**src/pei_pkg.sv**
```systemverilog
// package: register map, field layout and reset values of the phy event interrupt status register
package pei_pkg;
    localparam int          REG_W          = 16;
    localparam int          EVT_N          = 8;
    localparam logic [4:0]  ADDR_IRQ_CS    = 5'h11;
    localparam logic [15:0] RESET_IRQ_CS   = 16'h0000;
    localparam logic [7:0]  RESET_FLAGS    = 8'h00;
    localparam logic [7:0]  RESET_ENABLES  = 8'h00;
    localparam int          FLAG_LSB       = 0;
    localparam int          ENABLE_LSB     = 8;
    // event bit positions inside each byte
    localparam int          EVT_AUTONEG    = 0;
    localparam int          EVT_RFAULT     = 1;
    localparam int          EVT_LINKCHG    = 2;
    localparam int          EVT_PARTNERACK = 3;
    localparam int          EVT_PDFAULT    = 4;
    localparam int          EVT_PAGERX     = 5;
    localparam int          EVT_RXERR      = 6;
    localparam int          EVT_JABBER     = 7;
endpackage

```
**src/pei_evt_if.sv**
```systemverilog
// interface: event flags and enables passed from the register core to the irq combiner
`timescale 1ns/1ps
interface pei_evt_if #(parameter int EVT_N = 8);
    logic [EVT_N-1:0] flags;
    logic [EVT_N-1:0] enables;
    logic             irq;
    modport core (output flags, output enables, input irq);
    modport comb (input flags, input enables, output irq);
endinterface

```
**src/pei_irq_comb.sv**
```systemverilog
// module: combines latched event flags with their enables into one irq request
`timescale 1ns/1ps
module pei_irq_comb #(
    parameter int EVT_N = 8
) (
    pei_evt_if.comb bus
);
    logic [EVT_N-1:0] gated;

    genvar g;
    generate
        for (g = 0; g < EVT_N; g++) begin : g_gate
            assign gated[g] = bus.flags[g] & bus.enables[g];
        end
    endgenerate

    assign bus.irq = |gated;
endmodule

```
**src/pei_top.sv**
```systemverilog
// module: phy event interrupt control and status register with clear-on-read flags
`timescale 1ns/1ps
module pei_top #(
    parameter int EVT_N = pei_pkg::EVT_N
) (
    input  wire logic             i_mclk,
    input  wire logic             i_rst,
    input  wire logic [EVT_N-1:0] i_evt,
    input  wire logic [4:0]       i_mgmt_addr,
    input  wire logic             i_mgmt_rd,
    input  wire logic             i_mgmt_wr,
    input  wire logic [15:0]      i_mgmt_wdata,
    output logic [15:0]           o_mgmt_rdata,
    output logic                  o_mac_raw_irq_status
);
    // synchroniser and edge detect
    logic [EVT_N-1:0] evt_s1;
    logic [EVT_N-1:0] evt_s2;
    logic [EVT_N-1:0] evt_d;
    logic [EVT_N-1:0] evt_rise;
    // register state and read path
    logic [EVT_N-1:0] flags;
    logic [EVT_N-1:0] enables;
    logic [EVT_N-1:0] rd_flags;
    logic [EVT_N-1:0] rd_enables;
    logic [15:0]      rd_word;
    logic             sel;
    logic             rd_hit;
    logic             wr_hit;

    // flag views, one per event, in register bit order
    logic             jabber_event_flag;
    logic             rx_error_event_flag;
    logic             page_received_flag;
    logic             parallel_detect_fault_flag;
    logic             partner_ack_flag;
    logic             link_change_flag;
    logic             remote_fault_flag;
    logic             autoneg_done_flag;

    // enable views, one per event, in register bit order
    logic             jabber_event_enable;
    logic             rx_error_event_enable;
    logic             page_received_enable;
    logic             parallel_detect_fault_enable;
    logic             partner_ack_enable;
    logic             link_change_enable;
    logic             remote_fault_enable;
    logic             autoneg_done_enable;

    // byte lanes of the register word
    localparam int FLAG_LO   = pei_pkg::FLAG_LSB;
    localparam int ENABLE_LO = pei_pkg::ENABLE_LSB;

    // flags and enables travel to the combiner together
    pei_evt_if #(.EVT_N(EVT_N)) evt_bus ();

    // event sources come from other logic domains inside the phy; each level passes
    // two flops before anything else looks at it
    genvar b;
    generate
        for (b = 0; b < EVT_N; b++) begin : g_sync
            always_ff @(posedge i_mclk) begin
                if (i_rst) begin
                    evt_s1[b] <= 1'b0;
                end else begin
                    evt_s1[b] <= i_evt[b];
                end
            end

            always_ff @(posedge i_mclk) begin
                if (i_rst) begin
                    evt_s2[b] <= 1'b0;
                end else begin
                    evt_s2[b] <= evt_s1[b];
                end
            end
        end
    endgenerate

    // the delayed copy resets to the idle low level, so a line that is low at reset
    // gives no false edge; a line already high at release counts as one event
    always_ff @(posedge i_mclk) begin
        if (i_rst) begin
            evt_d <= '0;
        end else begin
            evt_d <= evt_s2;
        end
    end

    // an event counts once per occurrence: rising edge of the level
    assign evt_rise = evt_s2 & ~evt_d;

    // only one address belongs to this block; other registers are decoded elsewhere
    // a read and a write in the same cycle both act
    always_comb begin
        sel = 1'b0;
        if (i_mgmt_addr == pei_pkg::ADDR_IRQ_CS) begin
            sel = 1'b1;
        end
        rd_hit = sel & i_mgmt_rd;
        wr_hit = sel & i_mgmt_wr;
    end

    // clear-on-read: every read of ADDR_IRQ_CS consumes the events it reports, so a polling station
    // sees each occurrence once; an event in the read cycle itself survives the clear
    generate
        for (b = 0; b < EVT_N; b++) begin : g_flag
            always_ff @(posedge i_mclk) begin
                if (i_rst) begin
                    flags[b] <= pei_pkg::RESET_FLAGS[b];
                end else if (evt_rise[b]) begin
                    flags[b] <= 1'b1;
                end else if (rd_hit) begin
                    flags[b] <= 1'b0;
                end
            end
        end
    endgenerate

    // the low byte of a write is dropped: flags are cleared only by reading or by reset
    generate
        for (b = 0; b < EVT_N; b++) begin : g_enable
            always_ff @(posedge i_mclk) begin
                if (i_rst) begin
                    enables[b] <= pei_pkg::RESET_ENABLES[b];
                end else if (wr_hit) begin
                    enables[b] <= i_mgmt_wdata[ENABLE_LO + b];
                end
            end
        end
    endgenerate

    // named views keep the bit layout in one place
    assign autoneg_done_flag          = flags[pei_pkg::EVT_AUTONEG];
    assign remote_fault_flag          = flags[pei_pkg::EVT_RFAULT];
    assign link_change_flag           = flags[pei_pkg::EVT_LINKCHG];
    assign partner_ack_flag           = flags[pei_pkg::EVT_PARTNERACK];
    assign parallel_detect_fault_flag = flags[pei_pkg::EVT_PDFAULT];
    assign page_received_flag         = flags[pei_pkg::EVT_PAGERX];
    assign rx_error_event_flag        = flags[pei_pkg::EVT_RXERR];
    assign jabber_event_flag          = flags[pei_pkg::EVT_JABBER];

    assign autoneg_done_enable          = enables[pei_pkg::EVT_AUTONEG];
    assign remote_fault_enable          = enables[pei_pkg::EVT_RFAULT];
    assign link_change_enable           = enables[pei_pkg::EVT_LINKCHG];
    assign partner_ack_enable           = enables[pei_pkg::EVT_PARTNERACK];
    assign parallel_detect_fault_enable = enables[pei_pkg::EVT_PDFAULT];
    assign page_received_enable         = enables[pei_pkg::EVT_PAGERX];
    assign rx_error_event_enable        = enables[pei_pkg::EVT_RXERR];
    assign jabber_event_enable          = enables[pei_pkg::EVT_JABBER];

    // read bytes rebuilt from the named views, most significant event first
    assign rd_flags = {
        jabber_event_flag,
        rx_error_event_flag,
        page_received_flag,
        parallel_detect_fault_flag,
        partner_ack_flag,
        link_change_flag,
        remote_fault_flag,
        autoneg_done_flag
    };

    assign rd_enables = {
        jabber_event_enable,
        rx_error_event_enable,
        page_received_enable,
        parallel_detect_fault_enable,
        partner_ack_enable,
        link_change_enable,
        remote_fault_enable,
        autoneg_done_enable
    };

    // lanes not covered by an event keep the reset pattern
    always_comb begin
        rd_word                     = pei_pkg::RESET_IRQ_CS;
        rd_word[FLAG_LO +: EVT_N]   = rd_flags;
        rd_word[ENABLE_LO +: EVT_N] = rd_enables;
    end

    // read data is registered and shows the flags from before the clear; a read of any
    // other address returns zero so a stale word cannot pass for this register
    always_ff @(posedge i_mclk) begin
        if (i_rst) begin
            o_mgmt_rdata <= pei_pkg::RESET_IRQ_CS;
        end else if (rd_hit) begin
            o_mgmt_rdata <= rd_word;
        end else if (i_mgmt_rd) begin
            o_mgmt_rdata <= pei_pkg::RESET_IRQ_CS;
        end
    end

    assign evt_bus.flags   = flags;
    assign evt_bus.enables = enables;

    pei_irq_comb #(.EVT_N(EVT_N)) u_comb (
        .bus (evt_bus)
    );

    // registered so the status line to the mac cannot glitch while a flag and its
    // enable change in the same cycle
    always_ff @(posedge i_mclk) begin
        if (i_rst) begin
            o_mac_raw_irq_status <= 1'b0;
        end else begin
            o_mac_raw_irq_status <= evt_bus.irq;
        end
    end
endmodule

```
**config.mk**
```make
export PLATFORM = sky130hd
export DESIGN_NAME = pei_top
export DESIGN_NICKNAME = d
export VERILOG_FILES = /design/src/pei_pkg.sv /design/src/pei_evt_if.sv /design/src/pei_irq_comb.sv /design/src/pei_top.sv
export SDC_FILE = /design/constraint.sdc
export NUM_CORES = 1
export LEC_CHECK = 0
export BUFFER_PORTS_ARGS = -buffer_cell sky130_fd_sc_hd__buf_2
export CORE_MARGIN = 2
export CORE_UTILIZATION = 50
export DETAILED_ROUTE_END_ITERATION = 8
export GPL_TIMING_DRIVEN = 0
export PLACE_DENSITY = 0.81
export SKIP_LAST_GASP = 1
export SYNTH_ARGS = -nofsm -noshare
export SYNTH_HDL_FRONTEND = slang
export SYNTH_SLANG_ARGS = --single-unit
```
**constraint.sdc**
```tcl
create_clock -name i_mclk -period 3 [get_ports i_mclk]
set_input_delay 0.15 -clock i_mclk [delete_from_list [all_inputs] [get_ports i_mclk]]
set_output_delay 0.15 -clock i_mclk [all_outputs]
set_load 0.005 [all_outputs]
```
* Yosys cells after proc, flatten, opt, wreduce, memory -nomap -nowiden
Cells that the tools add are included.
Word-level totals: bits in registers 57, input bits 33
Cells by class: equal/unequal tests 1, multiplexer cells 12, bitwise operators 12, reductions and logical operators 10
Operator list (count):
- $mux 16 | 2
- $reduce_bool 2->1 | 9
- $and 1x1->1 | 10
- $mux 1 | 10
- $and 8x8->8 | 1
- $not 8->8 | 1
- $reduce_or 8->1 | 1
- $eq 5x5->1 const B | 1

* Logic depth before layout (Yosys ltp)
Gate-level depths: netlist of the first run.
word-level depth 5, mapped depth 6, mapped depth without buffers 3

* Cells and area by module
Synthesis of the first run repeated with hierarchy kept, for this count alone.
Unflattened totals: cells, all modules 203, area total of the unflattened synthesis 2067.0 um^2
By module, submodules not included:
- pei_top | times used 1, cells an instance 198, area each 2030.7 um^2, sequential area each 1141.1 um^2
- pei_irq_comb | times used 1, cells an instance 5, area each 36.3 um^2, sequential area each 0.0 um^2

* Worst setup path before layout of the first run
Ideal clock, no wire load.
kind input to register, start point in i_mgmt_addr[3], end point reg o_mgmt_rdata[6], library setup time 0.090 ns, data arrival time 1.398 ns, required time 2.910 ns, path slack 1.513 ns, cell stages on the path 6, cell sequence or4b_4 -> buf_6 -> or2_1 -> buf_6 -> buf_12 -> o32ai_4
Between the ends: longest elaborated chain between the ends 4, elaborated cells between the ends (all ways) 5, those cells by class eq/ne (1); mux (2); bitwise (1); reduce/logical (1)
Ends and longest elaborated chain:
- from (decl) | RTL line pei_top.sv:9 | input wire logic [4:0] i_mgmt_addr,
- $eq 5x5->1 (*) | RTL line pei_top.sv:98 | if (i_mgmt_addr == pei_pkg::ADDR_IRQ_CS) begin
- $mux 1 (*) | RTL line pei_top.sv:98
- $and 1x1->1 (*) | RTL line pei_top.sv:101 | rd_hit = sel & i_mgmt_rd;
- $mux 16 or $reduce_bool 2->1 (tied branches)
- to (signal assigned) | RTL line pei_top.sv:187 | o_mgmt_rdata <= pei_pkg::RESET_IRQ_CS;
- to (signal assigned) | RTL line pei_top.sv:189 | o_mgmt_rdata <= rd_word;
- to (signal assigned) | RTL line pei_top.sv:191 | o_mgmt_rdata <= pei_pkg::RESET_IRQ_CS;
- to (decl) | RTL line pei_top.sv:13 | output logic [15:0] o_mgmt_rdata,
Mark *: on every way between the ends. The rest lies on a longest branch, timed or not. A chain may end at the register's enable or synchronous reset.

* Final worst setup path of the first run
start point in i_mgmt_addr[3], end point reg enables[1], in the netlist remote_fault_enable
Between the ends: longest elaborated chain between the ends 3
Ends and longest elaborated chain:
- $eq 5x5->1 | RTL line pei_top.sv:98
- $mux 1 | RTL line pei_top.sv:98
- $and 1x1->1 | RTL line pei_top.sv:102 | wr_hit = sel & i_mgmt_wr;
- to (signal, indexed assignment) | RTL line pei_top.sv:126 | enables[b] <= pei_pkg::RESET_ENABLES[b];
- to (signal, indexed assignment) | RTL line pei_top.sv:128 | enables[b] <= i_mgmt_wdata[ENABLE_LO + b];
- to (decl) | RTL line pei_top.sv:23 | logic [EVT_N-1:0] enables;
Every way passes these cells.

==> results of run 1 <==
[flip-flops by register name, indices dropped and copies added, names as in the netlist]
name / flops
autoneg_done_enable: 1
autoneg_done_flag: 1
evt_d: 8
evt_s1: 8
evt_s2: 8
jabber_event_enable: 1
jabber_event_flag: 1
link_change_enable: 1
link_change_flag: 1
o_mac_raw_irq_status: 1
o_mgmt_rdata: 16
page_received_enable: 1
page_received_flag: 1
parallel_detect_fault_enable: 1
parallel_detect_fault_flag: 1
partner_ack_enable: 1
partner_ack_flag: 1
remote_fault_enable: 1
remote_fault_flag: 1
rx_error_event_enable: 1
rx_error_event_flag: 1
[where the power goes]
group	internal [mW]	total (mW)	switching, mW	leakage (nW)
registers	0.777	0.785	0.00861	0.464
logic	0.0349	0.0741	0.0392	0.386
clock network	0.341	0.619	0.278	0.0932
total	1.15	1.48	0.326	0.944
[kinds of logic after synthesis]
logic type | count (synthesis) | share of synthesized area (%)
buffers and inverters | 29 | 6.703
multiplexers | 8 | 3.830
flip-flops | 57 | 54.58
AND/OR/NAND/NOR | 61 | 18.37
AO/OA/AOI/OAI | 37 | 16.52
[per-layer routing]
| layer | vias up | routed length, um |
|---|---|---|
| li1 | 742 | - |
| met1 | 620 | 1649 |
| met2 | 37 | 1704 |
| met3 | 11 | 227 |
| met4 | 0 | 95 |
| met5 | - | 0 |
[metrics by stage]
stage               cell area (um^2)  util (%)  cells  setup WS, ps  hold WS, ps
floorplan                       2091         -    192          1513        278.2
global placement                2349     58.71    281          1283        357.4
detailed placement              2349     58.71    281          1270        361.6
CTS                             2522     63.06    297          1603        12.24
global route                    2522     63.06    297          1595        17.10
finish                          2522     63.06    297          1629        23.17
[worst paths after layout]
check / start / endpoint / slack, ps / depth (start not counted)
max: i_mgmt_addr[3] / remote_fault_enable / 1630 / 5
min: i_evt[6] / evt_s1[6] / 20 / 2
max reg2reg: parallel_detect_fault_flag / o_mac_raw_irq_status / 2180 / 2
min reg2reg: evt_s1[5] / evt_s2[5] / 440 / 1
[worst register-to-register path: cells and delay by family, from the launching register on]
family          cells  cell delay, ps
compound gates      2             340
flops               1             330
[area by class of cell]
class / count / area share (%)
Clock inverter: 3 / 0.5952
Multi-Input combinational cell: 106 / 32.09
Buffer: 13 / 3.175
Sequential cell: 57 / 45.24
Timing Repair Buffer: 39 / 7.738
Tap cell: 50 / 2.480
Inverter: 16 / 2.381
Clock buffer: 13 / 6.300
[synthesized netlist by cell type]
| cell type | count |
|---|---|
| a21oi_1 | 8 |
| a22oi_1 | 4 |
| a41oi_1 | 1 |
| buf_12 | 1 |
| buf_6 | 2 |
| clkbuf_1 | 10 |
| dfxtp_1 | 57 |
| inv_1 | 16 |
| mux2i_1 | 8 |
| nand2_1 | 2 |
| nand2b_1 | 32 |
| nor2_2 | 1 |
| nor2b_1 | 24 |
| o21ai_0 | 8 |
| o32ai_1 | 6 |
| o32ai_2 | 9 |
| o32ai_4 | 1 |
| or2_1 | 1 |
| or4b_4 | 1 |
==> summary.md, run 1 <==
| Metric | Value |
|---|---|
| Cells after synthesis | `roughly 190` |
| Gr ovfl total | `0` |
| I/O Pins | `50` |
| Initial antenna violation count | `0` |
| Synth Net Count | `between 200 and 250` |
| Initial core utilization | `52.27%` |
| Setup crit end kind | `register` |
| Most common cell after layout, fill and taps aside | `dfxtp_1` |
| DR iter-0 viols | `30` |
| PwrDens | `586.1 nW/um^2` |
| Setup Total Neg Slack | `0 ps` |
| Final Cycle Share | `45.69%` |
| Met2 usage | `roughly 27%` |
| Fin. Hold Viols | `0` |
| Clock Path Buffers | `2` |
| Delay-heaviest family, CP | `simple AND/OR/NAND/NOR gates` |
| Number of port buffers | `39` |
| Layout cell share with drive strength beyond 1 | `27.53%` |
| Drc violations | `0` |
| Relative slew margins | `50.97%` |
| Startpoint types | `primary input` |
| Gr usage total | `18.34%` |
| Crit-path max FO | `10` |
| Critical path class | `in -> reg` |
| Via count | `approximately 1.4k` |
| Final ANT Viol Nets | `0` |
| NumNets Final | `between 200 and 300` |
| Area Overhead vs Synth | `20.65%` |
| Number of global-route vias before repair | `about 1.3k` |
| # clock sinks | `57` |
| Drt first pass iters | `4` |
| Fmax | `about 730 MHz` |
| Worst-Margin Slew | `735.5 ps` |
| Met1 Use GR | `20.96%` |
| CTS Buf Count | `9` |
| Reg clk slew, reported paths | `60 ps` |
| Top Usage Layer GRT | `met2` |
| Number of max-cap violations | `0` |
| Die Area | `~4700 um^2` |
| Register Area | `~1100 um^2` |
| Final Max Slew Viols | `0` |
| Avg Inst Size Synth | `10.89 um^2` |
| Final clock skew | `2.766 ps` |
| Synth warn | `0` |
| Final setup violating endpoints | `0` |
| Routability cong. | `0.8018` |
| Unrepaired setup endpoints after global routing | `false` |
| Hold Crit Class | `in -> reg` |
| Via/cell ratio | `roughly 4.7` |
| Hold buffer count at cts | `0` |
| CP arrival | `1630 ps` |
| Outcome | `finished clean` |
| Bufs and invs on worst path | `2` |
| Critical Path RT | `between 3000 and 4000 ps` |
| CORE AREA | `4000 um^2` |
| CTS H-tree lvls | `3` |
| Synth Cell Area | `2091 um^2` |
| Register area share after synthesis | `54.58%` |
| DP HPWL | `2.540 mm` |
| Critical path cell sequence | `buf_2, or4b_4, buf_6, nor2_2, mux2i_1` |
| WL final | `3.677 mm` |
| IR drop worst, VDD | `0.3937 mV` |
| Setup Buffers After CTS | `0` |
| Area of the multi-input gates | `809.5 um^2` |
| Top post-synthesis cells by area | `dfxtp_1 (55%), nand2b_1 (9.6%), nor2b_1 (7.2%), o32ai_2 (7.0%), mux2i_1 (3.8%)` |
| CTS resizes | `0` |
| Synth cell types | `19` |
| Fill count | `330` |
| Tmin final | `1371 ps` |
| N_diodes | `0` |
| # rows | `23` |
| Static Leakage | `about 0.94 nW` |
| DIE HEIGHT | `68.67 um` |
| Dominant cell type by area after synthesis | `dfxtp_1` |
| CTS tree | `done` |
| Clock latency at the later pin of the worst-skew pair | `330 ps` |
| Total power | `1.478 mW` |
| Width of the die | `68.67 um` |
| Root Buffer | `clkbuf_8` |
| Yosys top cell area share | `between 50% and 60%` |
| Yosys reg bits | `57` |
| Most frequent cells in the layout | `dfxtp_1 (57), buf_2 (39), nand2b_1 (32)` |
| Wire per inst | `12.38 um` |
| Crit path max-delay cell type | `or4b_4` |
| GRT met3 Usage | `9.091%` |
| First-pass GRT wire length | `5.899 mm` |
| Largest net degree at the start of global routing | `11` |
| CP max stage delay | `530 ps` |
Note: power is estimated with default switching activity, not from simulation.
==> inputs of run 2 (changes only) <==
Settings changed: ABC_AREA from default to 1.
Clock period 3 ns to 1.3 ns, I/O delays scaled along.
==> run 2 against run 1 <==
Effect of this change:
- worst setup slack lost 1200 ps
- clock skew is 4.5 ps higher
- combinational power rose to 3.0 times the previous value
- routed wire length increased by 9.2%
- sequential cell count did not move
- global-route usage fell by 0.25 points
- critical endpoint is now o_mgmt_rdata[6]
- critical path type is now reg -> out
==> summary.md, run 2 <==
| Metric | Value |
|---|---|
| Outcome | `finished clean (unchanged)` |
| Final ANT Viol Nets | `0 (unchanged)` |
| Number of port buffers | `38 (was 39)` |
| Drt first pass iters | `4 (unchanged)` |
| Static Leakage | `1.249 nW (was 0.9435 nW)` |
| Die Area | `4787 um^2 (was 4715 um^2)` |
| Routability cong. | `0.8017 (was 0.8018)` |
| Most flops, register | `o_mgmt_rdata (unchanged)` |
| Width of the die | `69.19 um (was 68.67 um)` |
| DIE HEIGHT | `69.19 um (was 68.67 um)` |
| Clock Path Buffers | `2 (unchanged)` |
| I/O Pins | `50 (unchanged)` |
| Final Max Slew Viols | `0 (unchanged)` |
| Dominant cell type by area after synthesis | `dfxtp_1 (unchanged)` |
| Bufs and invs on worst path | `1 (was 2)` |
| Reg clk slew, reported paths | `60 ps (about the same)` |
| Via count | `1,769 (was 1,410)` |
| IR drop worst, VDD | `1.011 mV (was 0.3937 mV)` |
| CP max stage delay | `340 ps (was 530 ps)` |
| Layout cell share with drive strength beyond 1 | `22.94% (was 27.53%)` |
| Main flop type after synthesis | `dfxtp_1 (unchanged)` |
| PwrDens | `1368 nW/um^2 (was 586.1 nW/um^2)` |
| Gr ovfl total | `0 (unchanged)` |
| First-pass GRT wire length | `6.762 mm (was 5.899 mm)` |
| Synth cell types | `18 (was 19)` |
| Number of global-route vias before repair | `1,621 (was 1,311)` |
| Final Cycle Share | `65.61%` |
| Startpoint types | `register (was primary input)` |
| Synth Area in Simple Gates | `25.50% (was 18.37%)` |
| CTS Buf Count | `9 (unchanged)` |
| Via/cell ratio | `4.692 (was 4.747)` |
| Asr flop ratio synth | `0% (unchanged)` |
| EDFF count, synth | `0 (unchanged)` |
| Critical path class | `reg -> out (was in -> reg)` |
| Initial antenna violation count | `0 (unchanged)` |
| Most frequent cells in the layout | `inv_1 (57), dfxtp_1 (57), nand2_1 (48) (was dfxtp_1 (57), buf_2 (39), nand2b_1 (32))` |
| Area Overhead vs Synth | `24.85% (was 20.65%)` |
| Relative slew margins | `85.33% (was 50.97%)` |
| Setup Total Neg Slack | `0 ps (unchanged)` |
| Hold slack final | `26.22 ps (was 23.17 ps)` |
| Adder-cell share of the synthesized area | `0% (unchanged)` |
| Initial core utilization | `52.36% (was 52.27%)` |
| CTS tree | `done (unchanged)` |
| Max reg flops | `16 (unchanged)` |
| N_diodes | `0 (unchanged)` |
| DP HPWL | `2.749 mm (was 2.540 mm)` |
| Synth Cell Area | `2125 um^2 (was 2091 um^2)` |
| Final clock skew | `7.271 ps (was 2.766 ps)` |
| # clock sinks | `57 (unchanged)` |
| Tmin final | `about 850 ps` |
| Register area share after synthesis | `53.71% (was 54.58%)` |
| Largest net degree at the start of global routing | `11 (unchanged)` |
| DR iter-0 viols | `111 (was 30)` |
| CTS H-tree lvls | `3 (unchanged)` |
| NumNets Final | `356 (was 275)` |
| Final Core Density | `65.37% (was 63.06%)` |
| Largest family of logic cells by synthesized area | `simple AND/OR/NAND/NOR gates (unchanged)` |
| WL final | `4.017 mm (was 3.677 mm)` |
| Critical Path RT | `1240 ps (was 3250 ps)` |
| Top post-synthesis cells by area | `dfxtp_1 (54%), inv_1 (10%), nand2_1 (8.5%), nor2_1 (6.0%), nand4_1 (5.3%) (was dfxtp_1 (55%), nand2b_1 (9.6%), nor2b_1 (7.2%), o32ai_2 (7.0%), mux2i_1 (3.8%))` |
| Yosys reg bits | `57 (unchanged)` |
| Fin. Hold Viols | `0 (unchanged)` |
| Avg Inst Size Synth | `7.987 um^2 (was 10.89 um^2)` |
| Clock latency at the later pin of the worst-skew pair | `320 ps (was 330 ps)` |
| # rows | `23 (unchanged)` |
| Unrepaired setup endpoints after global routing | `false (unchanged)` |
| Gr usage total | `18.09% (was 18.34%)` |
| Synth Net Count | `299 (was 225)` |
| XOR/XNOR Fraction of Synth Area | `0% (unchanged)` |
| CORE AREA | `4058 um^2 (was 4000 um^2)` |
| Cells after synthesis | `266 (was 192)` |
| Drc violations | `0 (unchanged)` |
| Setup crit end kind | `output port (was register)` |
| Crit path max-delay cell type | `dfxtp_1 (was or4b_4)` |
| Yosys top cell area share | `53.71% (was 54.58%)` |
| Number of max-cap violations | `0 (unchanged)` |
| CTS resizes | `0 (unchanged)` |
| Top cells by count, synth | `dfxtp_1 (57), inv_1 (57), nand2_1 (48), nor2_1 (34), nand4_1 (18) (was dfxtp_1 (57), nand2b_1 (32), nor2b_1 (24), inv_1 (16), clkbuf_1 (10))` |
| Root Buffer | `clkbuf_8 (unchanged)` |
| Hold Crit Class | `in -> reg (unchanged)` |
| Post-synthesis mux area share | `0% (was 3.830%)` |
| Worst-Margin Slew | `220.0 ps (was 735.5 ps)` |
| Critical path cell sequence | `buf_2 (was buf_2, or4b_4, buf_6, nor2_2, mux2i_1)` |
| Final setup violating endpoints | `0 (unchanged)` |
| Synth warn | `0 (unchanged)` |
| Fraction of the mapped netlist area in compound gates | `6.184% (was 16.52%)` |
| Fmax | `1172 MHz` |
| Crit-path max FO | `2 (was 10)` |
| Delay-heaviest family, CP | `flip-flops (was simple AND/OR/NAND/NOR gates)` |
| CP arrival | `790 ps (was 1630 ps)` |
| Wire per inst | `10.66 um (was 12.38 um)` |
## run 2: timing repair
| action | in CTS | in global routing |
|---|---|---|
| hold buffers | 8 | 0 |
| endpoints found under the setup margin | 0 | 0 |
| hold endpoints to repair | 8 | 0 |
| buffers inserted | 0 | 0 |
## run 2: layout make-up
| cell class | count | area (um^2) |
|---|---|---|
| plain buffers | 11 | 81.33 |
| clock buffers | 12 | 155.1 |
| clock inverters | 3 | 40.04 |
| fillers | 339 | 1405 |
| inverters | 61 | 229.0 |
| multi-input cells | 137 | 673.1 |
| flip-flops and latches | 57 | 1141 |
| well taps | 50 | 62.56 |
| repair buffers | 46 | 270.3 |
## run 2: final timing paths
kind / startpoint / endpoint / slack [ps] / cells after the start
worst max-delay path: o_mgmt_rdata[6] / o_mgmt_rdata[6] / 450 / 1
worst min-delay path: i_rst / evt_d[2] / 30 / 2
worst max register to register: remote_fault_enable / o_mac_raw_irq_status / 470 / 4
worst min register to register: evt_s1[4] / evt_s2[4] / 400 / 2
## run 2: kinds of logic (layout without fill, tap and decap cells)
logic type | Yosys count | after routing
AND/OR/NAND/NOR | 113 | 113
flip-flops | 57 | 57
buffers and inverters | 72 | 133
AO/OA/AOI/OAI | 24 | 24
## run 2: per-stage QoR
step / cell area, um^2 / worst slack [ps] / power, mW / std cells
floorplan: 2125 / 542.3 / 1.984 / 266
global route: 2653 / 395.0 / 3.787 / 377
global placement: 2377 / 306.3 / 2.044 / 354
finish: 2653 / 447.1 / 3.630 / 377
detailed placement: 2377 / 287.8 / 2.050 / 354
CTS: 2653 / 417.2 / 3.678 / 377
## run 2: layer usage
layer	vias up	wire (um)	track usage, %
met5	-	0	0
met4	0	51	7.843
met3	7	243	7.267
met2	44	1967	30.56
met1	794	1755	20.04
li1	924	-	-
## run 2: power breakdown
part,switching (mW),internal (mW)
combinational,0.125,0.0938
sequential,0.0174,1.80
clock,0.626,0.972
